File: src/tcg_defines.vh
// tcg_defines.vh: register offsets, field positions, reset values and mode codes
// for the timer configuration block. assumes byte addressing on a 32-bit AXI4-Lite bus.
`ifndef TCG_DEFINES_VH
`define TCG_DEFINES_VH

// ----------------------------------------------------------------
// register byte offsets
// ----------------------------------------------------------------
`define TCG_OFF_CTL0 4'h0
`define TCG_OFF_CTL1 4'h4
`define TCG_OFF_IOC0 4'h8
`define TCG_OFF_CNT 4'hc

// ----------------------------------------------------------------
// field positions
// ----------------------------------------------------------------
`define TCG_CTL0_CE 7
`define TCG_CTL0_CKS_LO 0
`define TCG_CTL0_CKS_HI 2
`define TCG_CTL1_EST 6
`define TCG_CTL1_EEE 5
`define TCG_CTL1_MD_LO 0
`define TCG_CTL1_MD_HI 2
`define TCG_IOC0_OE0 0
`define TCG_IOC0_OL0 1
`define TCG_IOC0_OE1 2
`define TCG_IOC0_OL1 3

// ----------------------------------------------------------------
// reset values and mode codes
// ----------------------------------------------------------------
`define TCG_RST_CTL0 8'h00
`define TCG_RST_CTL1 8'h00
`define TCG_RST_IOC0 4'h0
`define TCG_MD_EXT_EVENT 3'h1
`define TCG_MD_EXT_TRIG 3'h2
`define TCG_MD_ONE_SHOT 3'h3

// ----------------------------------------------------------------
// bus responses
// ----------------------------------------------------------------
`define TCG_RESP_OKAY 2'h0
`define TCG_RESP_SLVERR 2'h2

`endif

File: src/tcg_prescaler.v
// tcg_prescaler.v: count clock select, turns the core clock into a one-cycle tick.
// assumes an asynchronous active-low reset copy, released synchronously by the top module.
`timescale 1ns/10ps
module tcg_prescaler #(
    parameter DIV_W = 8
) (
    // clock and reset
    input wire core_clk_i,
    input wire rst_n_i,
    // control
    input wire run_i,
    input wire [2:0] sel_i,
    // tick out
    output reg tick_o
);

    reg [DIV_W-1:0] div; // free divider, cleared while stopped
    // low select bits of the divider; all ones marks the end of a period
    wire [DIV_W-1:0] low_mask = ~({DIV_W{1'b1}} << sel_i);

    // ----------------------------------------------------------------
    // divider: select n gives a tick every 2^n core cycles
    // ----------------------------------------------------------------
    always @(posedge core_clk_i or negedge rst_n_i) begin
        if (!rst_n_i) begin
            div <= {DIV_W{1'b0}};
            tick_o <= 1'b0;
        end else if (!run_i) begin
            // stopped: restart phase so the first period is full
            div <= {DIV_W{1'b0}};
            tick_o <= 1'b0;
        end else begin
            div <= div + {{(DIV_W-1){1'b0}}, 1'b1};
            // select 0 gives an empty mask, so every cycle ticks
            tick_o <= ((div & low_mask) == low_mask);
        end
    end

endmodule // tcg_prescaler

File: src/tcg_timer_cfg.v
// tcg_timer_cfg.v: control and output configuration of a 16-bit timer channel,
// with an AXI4-Lite register slave. assumes a single core clock at 25 MHz.
//
// Overview of operation
// - software trigger works only in trigger modes
// - other modes ignore software trigger writes
// - event count mode always counts external input
// - output pin follows level bit always
// - mode code 001 is external event count
// - codes 010 trigger, 011 one-shot pulse
`timescale 1ns/10ps
`include "tcg_defines.vh"
module tcg_timer_cfg #(
    parameter CNT_W = 16,
    parameter DIV_W = 8
) (
    // clock and reset
    input wire core_clk_i,
    input wire resetn_i,
    // axi4-lite write address
    input wire [3:0] s_axi_awaddr_i,
    input wire s_axi_awvalid_i,
    output reg s_axi_awready_o,
    // axi4-lite write data
    input wire [31:0] s_axi_wdata_i,
    input wire [3:0] s_axi_wstrb_i,
    input wire s_axi_wvalid_i,
    output reg s_axi_wready_o,
    // axi4-lite write response
    output reg [1:0] s_axi_bresp_o,
    output reg s_axi_bvalid_o,
    input wire s_axi_bready_i,
    // axi4-lite read address
    input wire [3:0] s_axi_araddr_i,
    input wire s_axi_arvalid_i,
    output reg s_axi_arready_o,
    // axi4-lite read data
    output reg [31:0] s_axi_rdata_o,
    output reg [1:0] s_axi_rresp_o,
    output reg s_axi_rvalid_o,
    input wire s_axi_rready_i,
    // timer pins
    input wire ext_event_i,
    output reg [1:0] timer_output_pin_o,
    output reg trigger_pulse_o
);

    // ----------------------------------------------------------------
    // reset release
    // ----------------------------------------------------------------
    reg rst_meta; // first release stage
    reg rst_n; // released reset used by the design

    // reset is asserted at once and released two edges later
    always @(posedge core_clk_i or negedge resetn_i) begin
        if (!resetn_i) begin
            rst_meta <= 1'b0;
            rst_n <= 1'b0;
        end else begin
            rst_meta <= 1'b1;
            rst_n <= rst_meta;
        end
    end

    // ----------------------------------------------------------------
    // registers and state
    // ----------------------------------------------------------------
    reg [7:0] timer_control_first; // count enable and clock select
    reg [7:0] timer_control_second; // mode, event enable
    reg [3:0] timer_output_control; // level and enable per output
    reg [CNT_W-1:0] count; // the 16-bit counter
    reg ev_d; // previous external event level
    reg [3:0] aw_addr; // captured write address
    reg aw_held; // write address taken
    reg [31:0] w_data; // captured write data
    reg [3:0] w_strb; // captured byte enables
    reg w_held; // write data taken
    wire count_enable = timer_control_first[`TCG_CTL0_CE];
    wire [2:0] mode = timer_control_second[`TCG_CTL1_MD_HI:`TCG_CTL1_MD_LO];
    wire eee = timer_control_second[`TCG_CTL1_EEE];
    wire tick; // prescaled count clock tick
    wire ev_edge = ext_event_i & ~ev_d; // rising edge of the event input

    // true when the mode honours the software trigger
    function trig_mode;
        input [2:0] m;
        begin
            trig_mode = (m == `TCG_MD_EXT_TRIG) || (m == `TCG_MD_ONE_SHOT);
        end
    endfunction

    // ----------------------------------------------------------------
    // count clock prescaler
    // ----------------------------------------------------------------
    tcg_prescaler #(
        .DIV_W(DIV_W)
    ) u_presc (
        .core_clk_i(core_clk_i),
        .rst_n_i(rst_n),
        .run_i(count_enable),
        .sel_i(timer_control_first[`TCG_CTL0_CKS_HI:`TCG_CTL0_CKS_LO]),
        .tick_o(tick)
    );

    // ----------------------------------------------------------------
    // write channel: address and data taken in either order
    // ----------------------------------------------------------------
    wire do_write = aw_held && w_held && !s_axi_bvalid_o;
    wire sw_trig_wr = do_write && (aw_addr == `TCG_OFF_CTL1) && w_strb[0] &&
                      w_data[`TCG_CTL1_EST];

    // slave register writes; settings writes are stored as given, software keeps
    // them stable while counting, so no hardware lockout is spent on it
    always @(posedge core_clk_i or negedge rst_n) begin
        if (!rst_n) begin
            s_axi_awready_o <= 1'b1;
            s_axi_wready_o <= 1'b1;
            s_axi_bvalid_o <= 1'b0;
            s_axi_bresp_o <= `TCG_RESP_OKAY;
            aw_held <= 1'b0;
            w_held <= 1'b0;
            aw_addr <= 4'h0;
            w_data <= 32'h0;
            w_strb <= 4'h0;
            timer_control_first <= `TCG_RST_CTL0;
            timer_control_second <= `TCG_RST_CTL1;
            timer_output_control <= `TCG_RST_IOC0;
        end else begin
            // accept address
            if (s_axi_awvalid_i && s_axi_awready_o) begin
                aw_addr <= s_axi_awaddr_i;
                aw_held <= 1'b1;
                s_axi_awready_o <= 1'b0;
            end
            // accept data
            if (s_axi_wvalid_i && s_axi_wready_o) begin
                w_data <= s_axi_wdata_i;
                w_strb <= s_axi_wstrb_i;
                w_held <= 1'b1;
                s_axi_wready_o <= 1'b0;
            end
            // both halves present: update and answer
            if (do_write) begin
                s_axi_bvalid_o <= 1'b1;
                s_axi_bresp_o <= `TCG_RESP_OKAY;
                case (aw_addr)
                    `TCG_OFF_CTL0: begin
                        // clock select may ride with the enable write
                        // bits 3-6 reserved, kept zero
                        if (w_strb[0]) begin
                            timer_control_first <= w_data[7:0] & 8'h87;
                        end
                    end
                    `TCG_OFF_CTL1: begin
                        // trigger bit is self-clearing, never stored
                        // bits 3-4 reserved, kept zero
                        // mode and event enable stored; recovery is stop then rewrite
                        if (w_strb[0]) begin
                            timer_control_second <= w_data[7:0] & 8'h27;
                        end
                    end
                    `TCG_OFF_IOC0: begin
                        // levels and enables stored at once
                        if (w_strb[0]) begin
                            timer_output_control <= w_data[3:0];
                        end
                    end
                    `TCG_OFF_CNT: begin
                        // counter is read only
                        s_axi_bresp_o <= `TCG_RESP_SLVERR;
                    end
                    default: begin
                        s_axi_bresp_o <= `TCG_RESP_SLVERR;
                    end
                endcase
            end
            // response taken: reopen both channels
            if (s_axi_bvalid_o && s_axi_bready_i) begin
                s_axi_bvalid_o <= 1'b0;
                aw_held <= 1'b0;
                w_held <= 1'b0;
                s_axi_awready_o <= 1'b1;
                s_axi_wready_o <= 1'b1;
            end
        end
    end

    // ----------------------------------------------------------------
    // read channel
    // ----------------------------------------------------------------
    always @(posedge core_clk_i or negedge rst_n) begin
        if (!rst_n) begin
            s_axi_arready_o <= 1'b1;
            s_axi_rvalid_o <= 1'b0;
            s_axi_rdata_o <= 32'h0;
            s_axi_rresp_o <= `TCG_RESP_OKAY;
        end else begin
            if (s_axi_arvalid_i && s_axi_arready_o) begin
                s_axi_arready_o <= 1'b0;
                s_axi_rvalid_o <= 1'b1;
                s_axi_rresp_o <= `TCG_RESP_OKAY;
                case (s_axi_araddr_i)
                    `TCG_OFF_CTL0: s_axi_rdata_o <= {24'h0, timer_control_first};
                    `TCG_OFF_CTL1: s_axi_rdata_o <= {24'h0, timer_control_second};
                    `TCG_OFF_IOC0: s_axi_rdata_o <= {28'h0, timer_output_control};
                    `TCG_OFF_CNT: s_axi_rdata_o <= {{(32-CNT_W){1'b0}}, count};
                    default: begin
                        // unmapped: zero data with an error answer
                        s_axi_rdata_o <= 32'h0;
                        s_axi_rresp_o <= `TCG_RESP_SLVERR;
                    end
                endcase
            end
            if (s_axi_rvalid_o && s_axi_rready_i) begin
                s_axi_rvalid_o <= 1'b0;
                s_axi_arready_o <= 1'b1;
            end
        end
    end

    // ----------------------------------------------------------------
    // counter, software trigger and output pins
    // ----------------------------------------------------------------
    reg count_src; // chosen count source pulse

    // event count mode forces the external input whatever eee says
    always @* begin
        if (mode == `TCG_MD_EXT_EVENT) begin
            count_src = ev_edge;
        end else if (eee) begin
            count_src = ev_edge;
        end else begin
            count_src = tick;
        end
    end

    // counter runs only while enabled, pins follow their level bits
    always @(posedge core_clk_i or negedge rst_n) begin
        if (!rst_n) begin
            count <= {CNT_W{1'b0}};
            ev_d <= 1'b0;
            trigger_pulse_o <= 1'b0;
            timer_output_pin_o <= 2'h0;
        end else begin
            ev_d <= ext_event_i;
            // hold when stopped, advance on the source when running
            if (!count_enable) begin
                count <= count;
            end else if (count_src) begin
                count <= count + {{(CNT_W-1){1'b0}}, 1'b1};
            end
            // trigger only in trigger modes, else the write is dropped
            // the mode written in the same access decides, not the old one
            trigger_pulse_o <= sw_trig_wr && trig_mode(w_data[`TCG_CTL1_MD_HI:`TCG_CTL1_MD_LO]);
            // level bit reaches the pin even when stopped and disabled
            timer_output_pin_o <= {timer_output_control[`TCG_IOC0_OL1],
                                   timer_output_control[`TCG_IOC0_OL0]};
        end
    end

endmodule // tcg_timer_cfg

File: config.mk
export PLATFORM = sky130hd
export DESIGN_NAME = tcg_timer_cfg
export DESIGN_NICKNAME = d
export VERILOG_FILES = /design/src/tcg_prescaler.v /design/src/tcg_timer_cfg.v
export VERILOG_INCLUDE_DIRS = /design/src /design/src/src
export SDC_FILE = /design/constraint.sdc
export NUM_CORES = 1
export LEC_CHECK = 0
export ABC_AREA = 1
export BUFFER_PORTS_ARGS = -buffer_cell sky130_fd_sc_hd__buf_4
export CAP_MARGIN = 0
export CORE_UTILIZATION = 50
export CTS_CLUSTER_SIZE = 25
export DETAILED_ROUTE_END_ITERATION = 12
export HOLD_SLACK_MARGIN = 0.1
export PLACE_DENSITY = 0.73
export SLEW_MARGIN = 5
export SYNTH_ARGS = -nofsm -noshare
export SYNTH_HDL_FRONTEND = slang
export SYNTH_HIERARCHICAL = 1
export SYNTH_SLANG_ARGS = --single-unit
export TNS_END_PERCENT = 30
File: constraint.sdc
create_clock -name core_clk_i -period 4.1 [get_ports core_clk_i]
set_clock_uncertainty 0.15 [all_clocks]
set_input_delay 0.205 -clock core_clk_i [delete_from_list [all_inputs] [get_ports core_clk_i]]
set_output_delay 0.205 -clock core_clk_i [all_outputs]
set_load 0.005 [all_outputs]
# After elaboration in Yosys (flattened, before gate mapping)
# Cells that the tools add are included.
# totals
out_inout_bits	44
regBits	99
elab_cells	86
# classes
n_shift	1
eq_ne	9
addsub	2
n_mux	21
reduce_logical	25
n_bitwise	4
# op_table
op	count
16-bit case mux with 4 select lines	1
1-bit two-way mux	17
16-bit by 1-bit adder with 16-bit output, second input constant	1
4-bit == test, second input constant	3
1-bit logical AND	11
3-bit AND reduction	3
8-bit by 1-bit adder with 8-bit output, second input constant	1
8-bit AND	1
4-bit by 3-bit == test with 1-bit output, second input constant	2
8-bit == test	1
4-bit zero test	2
8-bit two-way mux	1
8-bit inverter	1
2-bit nonzero test	4
8-bit by 3-bit left shift with 8-bit output, first input constant	1
3-bit by 2-bit == test with 1-bit output, second input constant	2
2-bit two-way mux	2
4-bit OR reduction	1
3-bit by 1-bit == test with 1-bit output, second input constant	1
3-bit OR reduction	1
2-bit AND reduction	1
1-bit AND	1
1-bit zero test	1
1-bit logical OR	1
1-bit inverter	1

# Logic depth before layout (Yosys ltp)
# depth
ltp_word	6
depth_mapped	9

# Cells and area by module
# Netlist, hierarchy kept.
# modules_own_cells
mod	n_inst	cells_each	area_each_um2
tcg_timer_cfg	1	397	3465.8
tcg_prescaler	1	61	435.4

# Worst setup path after synthesis
# OpenSTA, ideal clock, no wires.
# synth_timing
path_kind	reg-to-reg
from	register count[0]
to	register count[14]
n_path_buf	0
t_arrival_ns	1.156
setup_time_ns	0.117
t_required_ns	3.833
slack_ns	2.678
path_stages_with_launch	9
path_cell_list	dfrtp_1 -> ha_1 -> nand3_2 -> nor2_2 -> nand2_1 -> nor2_1 -> nand2_1 -> nand2_1 -> nand2_1
# synth_via
elab_chain_len	1
# synth_lines
item	line_no	rtl
start, declared	tcg_timer_cfg.v:71	reg [CNT_W-1:0] count;
start signal, assigned	tcg_timer_cfg.v:240	count <= {CNT_W{1'b0}};
start signal, assigned	tcg_timer_cfg.v:248	count <= count;
start signal, assigned	tcg_timer_cfg.v:250	count <= count + {{(CNT_W-1){1'b0}}, 1'b1};
16-bit by 1-bit adder with 16-bit output	tcg_timer_cfg.v:250	
# Every way passes these cells.
# A chain may end at the register's enable or synchronous reset.

# Final worst setup path
# layout_timing
from	input s_axi_arvalid_i
to	register s_axi_rvalid_o
# layout_via
elab_chain_len	2
# layout_lines
item	line_no	rtl
start, declared	tcg_timer_cfg.v:35	input wire s_axi_arvalid_i,
1-bit logical AND	tcg_timer_cfg.v:198	if (s_axi_arvalid_i && s_axi_arready_o) begin
2-bit nonzero test (no line)	n/a	
end signal, assigned	tcg_timer_cfg.v:194	s_axi_rvalid_o <= 1'b0;
end signal, assigned	tcg_timer_cfg.v:200	s_axi_rvalid_o <= 1'b1;
end signal, assigned	tcg_timer_cfg.v:215	s_axi_rvalid_o <= 1'b0;
end, declared	tcg_timer_cfg.v:40	output reg s_axi_rvalid_o,
# Every way passes these cells.

==> flow_metrics.py <==
metrics = {
    "global_route": {
        "gr-usage-all-layers_pct": 20.7,
        "antenna_found_initial": 0,
        "grt_pass1_wl_mm": 13.6,
        "grt_pass1_vias": 3052,
        "grt_max_degree": 42,
        "grt.overflow.total": 0,
    },
    "route": {
        "vias": 3154,
        "route.detailed.drc": 0,
        "routed_via_density": 4.95,
        "drtIter0Drc": 158,
        "routedWlPerCell_um": 12.2,
        "first_pass_iters": 4,
        "ant_nets": 0,
        "wl_mm": 7.79,
    },
    "power": {
        "pwr_density_cell_nw_per_um2": 498,
        "vdd_drop_max_mv": 0.278,
        "leakage_nw": 2.26,
    },
    "finish": {
        "layout-drive-gt1-share_pct": 19.7,
        "final_common_cell": "nand2_1",
        "mostFrequentLayoutCells": "nand2_1, dfrtp_1, buf_4",
        "syn2layout_area_growth_pct": 21.2,
        "diodes": 0,
        "multi_input_area_um2": 1590,
        "register_area_um2": 1980,
        "fin_cells": 637,
        "final_area_um2": 4730,
        "nets": 588,
        "fill_cells": 651,
    },
    "clock_network": {
        "ctsResizeCount": 0,
        "path_clk_slew_ps": 80,
        "cts_htree_levels": 3,
        "clockBufferDepth": 2,
        "clock-sinks": 79,
        "cts_tree": "built",
        "insertion_delay_ps": 360,
        "root_buffer": "clkbuf_8",
        "numCtsBuffers": 9,
    },
    "worst_setup_path": {
        "start_kind": "primary input",
        "crit_type": "primary input to flip-flop",
        "slowest_stage": "dlygate4sd3_1",
        "worstPathMaxFanout": 26,
        "endpoint_kind": "flip-flop",
        "worstPathArrival_ps": 1990,
        "cp_cell_sequence": "dlygate4sd3_1 -> buf_4 -> nand2_2 -> clkinv_1 -> o21ai_0 -> inv_1",
        "critPathMaxStageDelay_ps": 540,
        "required_ps": 4200,
    },
    "place": {
        "placed_cell_area_um2": 4270,
        "hpwl_mm": 5.24,
        "dp.cells": 597,
        "place_congestion": 0.806,
        "io_buffers": 49,
        "place_ws_ps": 2290,
    },
    "synthesis": {
        "synth_seq_cells": 79,
        "syn_inst": 458,
        "avgSynthCellArea_um2": 8.52,
        "synth_cell_types": 32,
        "ys_warn_count": 6,
        "ys_seq_area_share_pct": 50.8,
        "netlist_area_um2": 3900,
    },
    "sta": {
        "hold_viol_final": 0,
        "maxSlewViolCount": 0,
        "setup_ws_ps": 2210,
        "maxSlewHeadroom_pct": 48.6,
        "rsz0062_at_grt": "no",
        "period_needed_ps": 1890,
        "finalSetupViolCount": 0,
        "fmax_mhz": 528,
        "worst_pin_slew_ps": 771,
        "fin_setup_tns_ps": 0,
        "final.period_utilization_pct": 46.2,
    },
    "die": {
        "io_pins": 96,
        "start_util_pct": 52.7,
        "die_h_um": 90.3,
        "rows": 31,
        "die_x_um": 90.3,
        "die-area_um2": 8160,
        "core_um2": 7410,
    },
    "outcome": {
        "status": "completed",
    },
    "min_path": {
        "hold_path.class": "primary input to flip-flop",
    },
    "flow_run": {
        "drv_cap": 0,
    },
}
## per-layer routing
metal	vias to the layer above	track usage (%)	routed length (um)	share of wire, %
met2	81	34.3	3670	47
met1	1471	26.8	3700	47
met5	-	0	0	0
li1	1592	-	-	-
met3	10	4.04	316	4.1
met4	0	8.47	109	1.4
## Yosys cell counts
cell	instances	area, um^2
nand2_1	146	548
dfrtp_1	76	1900
inv_1	47	176
o21ai_0	29	145
nand3_1	21	105
buf_4	20	150
nor2_1	20	75.1
o21ai_1	18	90.1
nand4_1	16	100
nor2_2	7	43.8
o31ai_2	7	87.6
nand2_2	5	31.3
nand3b_1	5	37.5
a21oi_1	4	20.0
buf_2	4	20.0
inv_2	4	15.0
nand3_2	4	40.0
nor2_4	4	45.0
dfstp_2	3	78.8
nand4_4	3	63.8
buf_6	2	22.5
conb_1	2	7.51
ha_1	2	25.0
clkbuf_1	1	3.75
clkinv_1	1	3.75
nand2_4	1	11.3
nand4_2	1	12.5
nor3_1	1	5.00
nor3_2	1	10.0
o21a_1	1	7.51
xnor2_1	1	8.76
xor2_1	1	8.76
## through the flow
| stage | hold slack, ps | utilization (%) | power, mW |
|---|---|---|---|
| after floorplan | -241 | - | 1.53 |
| after global placement | -161 | 57.6 | 1.69 |
| after detailed placement | -161 | 57.6 | 1.71 |
| after CTS | 113 | 63.8 | 2.37 |
| after global routing | 146 | 63.8 | 2.50 |
| final | 120 | 63.8 | 2.35 |
## where the power goes
part           switching [mW]  internal, mW
sequential              0.187         0.964
clock                   0.284         0.338
combinational           0.351         0.230
## cell families (layout without fill, tap and decap cells)
group / count (synthesis) / count (layout) / share of synthesized area, %
and+or+nand+nor: 235 / 235 / 28.9
DFF: 79 / 79 / 50.8
buffers and inverters: 79 / 142 / 10.0
AOI/OAI and AO/OA: 59 / 59 / 8.98
adders and majority gates: 2 / 2 / 0.641
other: 2 / 19 / 0.193
xor gates and xnor gates: 2 / 2 / 0.449
## cell type report
cell class | count | area share, %
Timing Repair Buffer | 75 | 13.2
Sequential cell | 79 | 41.9
Multi-Input combinational cell | 317 | 33.7
Clock inverter | 6 | 1.83
Inverter | 52 | 4.13
Tap cell | 99 | 2.62
Clock buffer | 9 | 2.62
## final timing paths
kind / slack [ps] / startpoint / to / depth (start not counted)
max in group asynchronous: 2580 / rst_n / s_axi_arready_o / 1
min reg2reg: 200 / rst_n / aw_held / 0
min: 120 / s_axi_araddr_i[2] / s_axi_rdata_o[0] / 5
max: 2210 / s_axi_arvalid_i / s_axi_rvalid_o / 6
min in group asynchronous: 200 / rst_n / aw_held / 0
max reg2reg: 2290 / timer_control_first[7] / count[9] / 7
## critical path: cells and delay by family
kind,cells,cell delay [ps]
buf+inv,4,1140
simple gates,1,390
compound gates,1,250
## sequential cells by signal (all words and copies together) (netlist names), 2 cells and up
| signal | count |
|---|---|
| timer_control_first | 4 |
| aw_addr | 4 |
| s_axi_rdata_o | 16 |
| count | 16 |
| w_data | 7 |
| u_presc/div | 7 |
| timer_control_second | 4 |
| timer_output_control | 4 |
| timer_output_pin_o | 2 |
## what timing repair did
item                       CTS  global route
setup buffers                0             0
hold endpoints to repair    23             0
setup endpoints to repair    0             0
hold buffers                25             0
(Power assumes the default switching activity.)
